--- src/rtl/module_control_pkg.sv ---
// constants for the debug module control register block
package module_control_pkg;
	localparam logic [11:0] MODULE_CONTROL_OFFSET = 12'h040;
	localparam logic [11:0] SELECTED_STATUS_OFFSET = 12'h044;
	localparam logic [11:0] CAPS_OFFSET = 12'h048;
	localparam int ACTIVE_BIT = 0;
	localparam int PLATFORM_RESET_BIT = 1;
	localparam int CLR_RESET_HALT_BIT = 2;
	localparam int SET_RESET_HALT_BIT = 3;
	localparam int CLR_KEEP_ALIVE_BIT = 4;
	localparam int SET_KEEP_ALIVE_BIT = 5;
	localparam int HART_SEL_HI_LSB = 6;
	localparam int HART_SEL_LO_LSB = 16;
	localparam int HART_SEL_FIELD_W = 10;
	localparam int MULTI_SEL_BIT = 26;
	localparam int ACK_UNAVAIL_BIT = 27;
	localparam int ACK_RESET_BIT = 28;
	localparam int HART_RESET_BIT = 29;
	localparam int RESUME_BIT = 30;
	localparam int HALT_REQ_BIT = 31;
	localparam int MAX_INDEX_W = 20;
	localparam logic [3:0] VERSION_VALUE = 4'h3;
	localparam int ACTIVATE_DELAY_CYCLES = 2;
endpackage : module_control_pkg

--- src/rtl/hart_flags.sv ---
// per-hart set/clear flag array, clear wins on collision
`timescale 1ns/1ps
module hart_flags #(
	parameter int NUM_HARTS = 4
) (
	input wire logic pclk,
	input wire logic presetn,
	input wire logic active,
	input wire logic [NUM_HARTS-1:0] set_vec,
	input wire logic [NUM_HARTS-1:0] clr_vec,
	output logic [NUM_HARTS-1:0] flags_r
);
	always_ff @(posedge pclk or negedge presetn) begin
		if (!presetn) begin
			flags_r <= '0;
		end else if (!active) begin
			flags_r <= '0;
		end else begin
			flags_r <= (flags_r | set_vec) & ~clr_vec;
		end
	end
endmodule : hart_flags

--- src/rtl/hart_select.sv ---
// selected-hart vector from index and mode
`timescale 1ns/1ps
module hart_select import module_control_pkg::*; #(
	parameter int NUM_HARTS = 4,
	parameter int INDEX_W = 2
) (
	input wire logic [INDEX_W-1:0] hart_index,
	input wire logic multi_sel,
	input wire logic [NUM_HARTS-1:0] array_mask,
	output logic [NUM_HARTS-1:0] selected
);
	always_comb begin
		for (int i = 0; i < NUM_HARTS; i++) begin
			selected[i] = ((INDEX_W)'(i) == hart_index) || (multi_sel && array_mask[i]);
		end
	end
endmodule : hart_select

--- src/rtl/module_control.sv ---
// debug module control register with per-hart request outputs
`timescale 1ns/1ps
module module_control import module_control_pkg::*; #(
	parameter int NUM_HARTS = 4,
	parameter int INDEX_W = 2,
	parameter bit HAS_RESET_HALT = 1'b1,
	parameter bit HAS_HART_RESET = 1'b1,
	parameter bit HAS_ARRAY_MASK = 1'b1
) (
	input wire logic pclk,
	input wire logic presetn,
	input wire logic psel,
	input wire logic penable,
	input wire logic pwrite,
	input wire logic [11:0] paddr,
	input wire logic [31:0] pwdata,
	output logic [31:0] prdata,
	output logic pready,
	output logic pslverr,
	input wire logic [NUM_HARTS-1:0] array_mask,
	input wire logic [NUM_HARTS-1:0] hart_halted,
	input wire logic [NUM_HARTS-1:0] hart_available,
	input wire logic [NUM_HARTS-1:0] hart_resume_done,
	input wire logic [NUM_HARTS-1:0] hart_was_reset,
	input wire logic [NUM_HARTS-1:0] hart_went_unavail,
	output logic [NUM_HARTS-1:0] halt_req_r,
	output logic [NUM_HARTS-1:0] resume_pulse_r,
	output logic [NUM_HARTS-1:0] hart_reset_r,
	output logic [NUM_HARTS-1:0] reset_halt_req_r,
	output logic [NUM_HARTS-1:0] keep_alive_r,
	output logic platform_reset_r,
	output logic active_r
);
	// ----------------------------------------
	// bus decode
	// ----------------------------------------
	logic wr_en;
	logic rd_en;
	logic ctl_wr;
	logic mapped;
	assign wr_en = psel && penable && pwrite;
	assign rd_en = psel && penable && !pwrite;
	assign ctl_wr = wr_en && (paddr == MODULE_CONTROL_OFFSET) && active_r;
	assign mapped = (paddr == MODULE_CONTROL_OFFSET) || (paddr == SELECTED_STATUS_OFFSET)
		|| (paddr == CAPS_OFFSET);

	// ----------------------------------------
	// activation
	// ----------------------------------------
	logic active_req_r;
	logic [1:0] act_cnt_r;
	always_ff @(posedge pclk or negedge presetn) begin
		if (!presetn) begin
			active_req_r <= 1'b0;
		end else if (wr_en && paddr == MODULE_CONTROL_OFFSET) begin
			active_req_r <= pwdata[ACTIVE_BIT];
		end
	end
	// shown only after a short settle, debugger must poll
	always_ff @(posedge pclk or negedge presetn) begin
		if (!presetn) begin
			act_cnt_r <= '0;
			active_r <= 1'b0;
		end else if (active_req_r == active_r) begin
			act_cnt_r <= '0;
		end else if (act_cnt_r == 2'(ACTIVATE_DELAY_CYCLES - 1)) begin
			act_cnt_r <= '0;
			active_r <= active_req_r;
		end else begin
			act_cnt_r <= act_cnt_r + 2'h1;
		end
	end

	// ----------------------------------------
	// held fields
	// ----------------------------------------
	logic [INDEX_W-1:0] hart_index_r;
	logic multi_sel_r;
	logic [MAX_INDEX_W-1:0] wr_index;
	logic [INDEX_W-1:0] new_index;
	logic new_multi;
	// unimplemented index bits drop so all-ones reads back the width
	assign wr_index = {pwdata[HART_SEL_HI_LSB +: HART_SEL_FIELD_W],
		pwdata[HART_SEL_LO_LSB +: HART_SEL_FIELD_W]};
	assign new_index = ctl_wr ? wr_index[INDEX_W-1:0] : hart_index_r;
	assign new_multi = ctl_wr ? (HAS_ARRAY_MASK && pwdata[MULTI_SEL_BIT]) : multi_sel_r;
	always_ff @(posedge pclk or negedge presetn) begin
		if (!presetn) begin
			hart_index_r <= '0;
			multi_sel_r <= 1'b0;
			platform_reset_r <= 1'b0;
		end else if (!active_r) begin
			hart_index_r <= '0;
			multi_sel_r <= 1'b0;
			platform_reset_r <= 1'b0;
		end else if (ctl_wr) begin
			hart_index_r <= new_index;
			multi_sel_r <= new_multi;
			platform_reset_r <= pwdata[PLATFORM_RESET_BIT];
		end
	end

	// ----------------------------------------
	// selection, from this write's values and from the held fields
	// ----------------------------------------
	logic [NUM_HARTS-1:0] sel_new;
	logic [NUM_HARTS-1:0] sel_cur;
	hart_select #(.NUM_HARTS(NUM_HARTS), .INDEX_W(INDEX_W)) u_sel_new (
		.hart_index(new_index),
		.multi_sel(new_multi),
		.array_mask(array_mask),
		.selected(sel_new)
	);
	hart_select #(.NUM_HARTS(NUM_HARTS), .INDEX_W(INDEX_W)) u_sel_cur (
		.hart_index(hart_index_r),
		.multi_sel(multi_sel_r),
		.array_mask(array_mask),
		.selected(sel_cur)
	);

	// ----------------------------------------
	// per-hart requests
	// ----------------------------------------
	logic [NUM_HARTS-1:0] wr_sel;
	logic resume_ok;
	assign wr_sel = ctl_wr ? sel_new : '0;
	assign resume_ok = pwdata[RESUME_BIT] && !pwdata[HALT_REQ_BIT];

	always_ff @(posedge pclk or negedge presetn) begin
		if (!presetn) begin
			halt_req_r <= '0;
		end else if (!active_r) begin
			halt_req_r <= '0;
		end else if (ctl_wr) begin
			halt_req_r <= pwdata[HALT_REQ_BIT] ? (halt_req_r | sel_new)
				: (halt_req_r & ~sel_new);
		end
	end

	// one pulse per write, so each halted hart resumes once
	always_ff @(posedge pclk or negedge presetn) begin
		if (!presetn) begin
			resume_pulse_r <= '0;
		end else begin
			resume_pulse_r <= resume_ok ? (wr_sel & hart_halted) : '0;
		end
	end

	always_ff @(posedge pclk or negedge presetn) begin
		if (!presetn) begin
			hart_reset_r <= '0;
		end else if (!active_r || !HAS_HART_RESET) begin
			hart_reset_r <= '0;
		end else if (ctl_wr) begin
			hart_reset_r <= pwdata[HART_RESET_BIT] ? sel_new : '0;
		end
	end

	// halt-on-reset: hart acts on it at its reset release
	hart_flags #(.NUM_HARTS(NUM_HARTS)) u_reset_halt (
		.pclk(pclk),
		.presetn(presetn),
		.active(active_r),
		.set_vec(HAS_RESET_HALT && pwdata[SET_RESET_HALT_BIT] ? wr_sel : '0),
		.clr_vec(pwdata[CLR_RESET_HALT_BIT] ? wr_sel : '0),
		.flags_r(reset_halt_req_r)
	);

	// advisory only, the hart may still drop off
	hart_flags #(.NUM_HARTS(NUM_HARTS)) u_keep_alive (
		.pclk(pclk),
		.presetn(presetn),
		.active(active_r),
		.set_vec(pwdata[SET_KEEP_ALIVE_BIT] ? wr_sel : '0),
		.clr_vec(pwdata[CLR_KEEP_ALIVE_BIT] ? wr_sel : '0),
		.flags_r(keep_alive_r)
	);

	// ----------------------------------------
	// per-hart status flags, hardware set wins
	// ----------------------------------------
	logic [NUM_HARTS-1:0] resume_ack_r;
	logic [NUM_HARTS-1:0] have_reset_r;
	logic [NUM_HARTS-1:0] unavail_r;
	always_ff @(posedge pclk or negedge presetn) begin
		if (!presetn) begin
			resume_ack_r <= '0;
			have_reset_r <= '0;
			unavail_r <= '0;
		end else if (!active_r) begin
			resume_ack_r <= '0;
			have_reset_r <= '0;
			unavail_r <= '0;
		end else begin
			resume_ack_r <= (resume_ack_r & ~(resume_ok ? wr_sel : '0)) | hart_resume_done;
			have_reset_r <= (have_reset_r & ~(pwdata[ACK_RESET_BIT] ? wr_sel : '0))
				| hart_was_reset;
			unavail_r <= (unavail_r
				& ~(pwdata[ACK_UNAVAIL_BIT] ? (wr_sel & hart_available) : '0))
				| hart_went_unavail;
		end
	end

	// ----------------------------------------
	// read data
	// ----------------------------------------
	logic [31:0] ctl_view;
	logic [31:0] stat_view;
	logic [31:0] caps_view;
	logic [MAX_INDEX_W-1:0] idx_wide;
	logic all_resumed;
	assign idx_wide = MAX_INDEX_W'(hart_index_r);
	assign all_resumed = &(resume_ack_r | ~sel_cur);
	always_comb begin
		ctl_view = '0;
		ctl_view[ACTIVE_BIT] = active_r;
		ctl_view[PLATFORM_RESET_BIT] = platform_reset_r;
		ctl_view[HART_SEL_HI_LSB +: HART_SEL_FIELD_W] = idx_wide[MAX_INDEX_W-1 -: HART_SEL_FIELD_W];
		ctl_view[HART_SEL_LO_LSB +: HART_SEL_FIELD_W] = idx_wide[HART_SEL_FIELD_W-1:0];
		ctl_view[MULTI_SEL_BIT] = multi_sel_r;
		ctl_view[HART_RESET_BIT] = |(hart_reset_r & sel_cur);
		ctl_view[HALT_REQ_BIT] = 1'b0;
	end
	always_comb begin
		stat_view = '0;
		stat_view[3:0] = (active_r && !platform_reset_r) ? VERSION_VALUE : 4'h0;
		stat_view[4] = all_resumed;
		stat_view[5] = |(resume_ack_r & sel_cur);
		stat_view[6] = |(have_reset_r & sel_cur);
		stat_view[7] = |(unavail_r & sel_cur);
		stat_view[8] = |(hart_halted & sel_cur);
	end
	always_comb begin
		caps_view = '0;
		caps_view[0] = HAS_RESET_HALT;
		caps_view[1] = HAS_HART_RESET;
		caps_view[2] = HAS_ARRAY_MASK;
		caps_view[12:8] = 5'(INDEX_W);
	end

	always_ff @(posedge pclk or negedge presetn) begin
		if (!presetn) begin
			prdata <= '0;
		end else if (psel && !penable && !pwrite) begin
			unique case (paddr)
				MODULE_CONTROL_OFFSET: prdata <= ctl_view;
				SELECTED_STATUS_OFFSET: prdata <= stat_view;
				CAPS_OFFSET: prdata <= caps_view;
				default: prdata <= '0;
			endcase
		end
	end

	// one wait-free access phase; unmapped address errors
	always_ff @(posedge pclk or negedge presetn) begin
		if (!presetn) begin
			pready <= 1'b0;
			pslverr <= 1'b0;
		end else begin
			pready <= psel && !penable;
			pslverr <= psel && !penable && !mapped;
		end
	end
	logic unused_rd;
	assign unused_rd = rd_en;
endmodule : module_control

--- config.mk ---
export PLATFORM = sky130hd
export DESIGN_NAME = module_control
export DESIGN_NICKNAME = d
export VERILOG_FILES = /design/src/rtl/module_control_pkg.sv /design/src/rtl/hart_flags.sv /design/src/rtl/hart_select.sv /design/src/rtl/module_control.sv
export SDC_FILE = /design/constraint.sdc
export NUM_CORES = 1
export LEC_CHECK = 0
export BUFFER_PORTS_ARGS = -buffer_cell sky130_fd_sc_hd__buf_2
export CORE_MARGIN = 3
export CORE_UTILIZATION = 35
export DETAILED_ROUTE_END_ITERATION = 6
export PLACE_DENSITY = 0.67
export SLEW_MARGIN = 10
export SYNTH_ARGS = -nofsm -noshare
export SYNTH_HDL_FRONTEND = slang
export SYNTH_SLANG_ARGS = --single-unit
--- constraint.sdc ---
create_clock -name pclk -period 1.8 [get_ports pclk]
set_clock_uncertainty 0.15 [all_clocks]
set_input_delay 0.18 -clock pclk [delete_from_list [all_inputs] [get_ports pclk]]
set_output_delay 0.18 -clock pclk [all_outputs]
set_load 0.02 [all_outputs]
==> results.sh <==
export IMPL_status="finished clean"
export IMPL_synth_edf_count=0
export IMPL_rr_worst_depth=6
export IMPL_critPathLaunchType="flop"
export IMPL_min_delay_start="hart_was_reset[0]"
export IMPL_fin_nets=507
export IMPL_r2r_start="hart_index_r[0]"
export IMPL_async_flop_share=1.000
export IMPL_mostFrequentLayoutCell="buf_2"
export IMPL_layout_common_cells="91 x buf_2, 52 x dfrtp_1, 37 x nand2_1, 27 x buf_4, 26 x o21ai_0"
export IMPL_switching_share=0.2521
export IMPL_yosysUniqueCellTypes=44
export IMPL_routed_wl_um=8207
export IMPL_vias_per_cell=5.065
export IMPL_slew_violations=0
export IMPL_power_internal_mw=1.736
export IMPL_synthSimpleGateAreaFrac=0.1937
export IMPL_avgRoutedWirePerCell_um=15.28
export IMPL_antenna_found_initial=0
export IMPL_worst_r2r_setup_slack_ns=0.04
export IMPL_syn_avg_cell_area_sq_um=9.461
export IMPL_core_area_sq_um=7767
export IMPL_n_antenna_cell=0
export IMPL_clk_pin_slew_ns=0.11
export IMPL_instances_no_fill=537
export IMPL_fmax_mhz=567.0
export IMPL_synth_mux_area_frac=0.03804
export IMPL_clock_path_buffers=2
export IMPL_maxCapViolations=0
export IMPL_finalPower_mw=2.321
export IMPL_synth_ff_type="dfrtp_1"
export IMPL_num_vias=2720
export IMPL_synth_compound_area_frac=0.1942
export IMPL_utilization=0.4971
export IMPL_p_seq_frac=0.523
export IMPL_cp_arrival_ns=1.84
export IMPL_fin_crit_sh=0.9798
export IMPL_powerDensity_nw_per_um2=601.2
export IMPL_critical_path_class="reg -> reg"
export IMPL_synthAdderAreaFrac=0
export IMPL_grt_pass1_vias=2609
export IMPL_ys_warn_count=0
export IMPL_p_comb_frac=0.114
export IMPL_min_path_cells=3
export IMPL_critPathRequiredTime_ns=1.87
export IMPL_drc_errors=0
export IMPL_die_w_um=95.91
export IMPL_ys_seq_area_frac=0.4777
export IMPL_cts_buffers=5
export IMPL_grt_usage=0.1796
export IMPL_numPortBuffers=91
export IMPL_syn_to_final_growth_pct=36.49
export IMPL_grt_max_degree=31
export IMPL_rr_endpoint="u_keep_alive.flags_r[0]"
export IMPL_dieArea_sq_um=9198
export IMPL_hpwl_um=6089
export IMPL_cts_tree="yes"
export IMPL_hold_path_class="in -> reg"
export IMPL_path_max_fanout=5
export IMPL_synth_xor_area_frac=0.003096
export IMPL_io_pins=129
export IMPL_dp_cells=505
export IMPL_antenna_left=0
export IMPL_grt_setup_unrepaired="true"
export IMPL_initialDrtViolationCount=146
export IMPL_drive_gt1_frac=0.3448
export IMPL_ys_ff_latch=54
export IMPL_stdcell_area_sq_um=3861
export IMPL_clkPwrFrac=0.363
export IMPL_clockRootBuffer="clkbuf_8"
export IMPL_synth_top_family_by_area="compound AO/OA/AOI/OAI gates"
export IMPL_setup_worst_path_end_class="flop"
export IMPL_peakVddDrop_mv=0.4562
export IMPL_setup_violations=0
export IMPL_fin_crit_ns=1.764
export IMPL_die_h_um=95.91
export IMPL_worstSkewPairLatency_ns=0.31
export IMPL_hold_slack_ns=0.01220
export IMPL_placed_cell_area_sq_um=3471
export IMPL_switching_power_uw=585.2
export IMPL_gp_congestion=0.8450
export IMPL_hold_viol_final=0
export IMPL_p_leak_nw=1.962
export IMPL_netlist_instances=299
export IMPL_hold_end="have_reset_r[0]"
export IMPL_grt_pass1_wl_um=12700
export IMPL_initial_core_util=0.3642
export IMPL_num_rows=32
export IMPL_htree_levels=2
export IMPL_gr_total_overflow=0
export IMPL_synthesis_area_sq_um=2829
export IMPL_clkSinkCount=54
export IMPL_dr_pass1_iters=5
-- layout make-up --
cell class              count  area (sq um)
repair buffers            140         878.3
well taps                 102         127.6
clock buffers               5         68.82
flip-flops and latches     54          1354
inverters                  17         63.81
multi-input cells         216          1324
fillers                   755          3906
clock inverters             3         45.04
-- registers in the layout, summed over array words and instances, names as in the netlist, 2 cells and up --
name and count:
u_reset_halt.flags_r 4, hart_index_r 2, hart_reset_r 4, unavail_r 4, prdata 12, resume_ack_r 4, act_cnt_r 2, u_keep_alive.flags_r 4
resume_pulse_r 4, halt_req_r 4, have_reset_r 4
-- cell families after synthesis --
kind of cell    after synthesis
flops                        54
other cells                   1
compound gates               87
buf+inv                      47
xor+xnor                      1
mux                          10
simple gates                 99
-- critical path, stage by stage (launching register included) --
cell,delay [ns]
dfrtp_1,0.41
buf_4,0.15
o2bb2ai_2,0.16
nor2_1,0.09
nor3_4,0.34
a21oi_1,0.15
a211oi_2,0.22
-- per-layer routing --
metal	GRT usage	up-vias	routed length (um)
li1	-	1291	-
met1	0.2378	1293	3577
met2	0.2959	121	3903
met3	0.03518	15	596
met4	0.05687	0	129
met5	0	-	0
-- cell usage after synthesis (6+ instances only) --
master / count / area (sq um)
a211oi_1: 6 / 45.04
a21oi_1: 21 / 105.1
a22o_1: 14 / 122.6
a31oi_1: 8 / 50.05
buf_4: 21 / 157.7
dfrtp_1: 54 / 1351
inv_1: 16 / 60.06
mux2_2: 6 / 67.56
nand2_1: 37 / 138.9
nand3_1: 14 / 70.07
nor2_1: 17 / 63.81
o21ai_0: 26 / 130.1
-- worst max path at each step --
stage	start	to	slack [ns]	depth (start not counted)
2_1_floorplan	active_r	u_keep_alive.flags_r[2]	0.06	5
3_3_place_gp	paddr[7]	u_reset_halt.flags_r[0]	-0.03	6
3_5_place_dp	paddr[7]	u_keep_alive.flags_r[0]	-0.08	6
4_1_cts	hart_index_r[1]	u_keep_alive.flags_r[2]	0.02	4
5_1_grt	hart_index_r[0]	u_keep_alive.flags_r[0]	-0.03	6
6_report	hart_index_r[0]	u_keep_alive.flags_r[0]	0.04	6
-- repair_timing --
action	in CTS	in global routing
hold buffers	22	0
setup endpoints to repair	2	6
buffers inserted	0	2
endpoints found under the hold margin	82	0
resized for setup	1	9
pin swaps	0	2
-- per-stage QoR --
| step | setup WS, ns | setup TNS (ns) |
|---|---|---|
| finish | 0.03628 | 0 |
| floorplan | 0.05632 | 0 |
| CTS | 0.01559 | 0 |
| global route | -0.03026 | -0.05626 |
| global placement | -0.02921 | -0.09623 |
| detailed placement | -0.08243 | -0.3526 |
-- power by group through the flow --
stage | clock network [mW] | logic, mW | registers, mW
after global placement | 0 | 0.222 | 1.24
final | 0.843 | 0.263 | 1.22
after floorplan | 0 | 0.113 | 1.24
after global routing | 0.911 | 0.290 | 1.22
after detailed placement | 0 | 0.223 | 1.24
after CTS | 0.858 | 0.260 | 1.22
(Power assumes the default switching activity.)
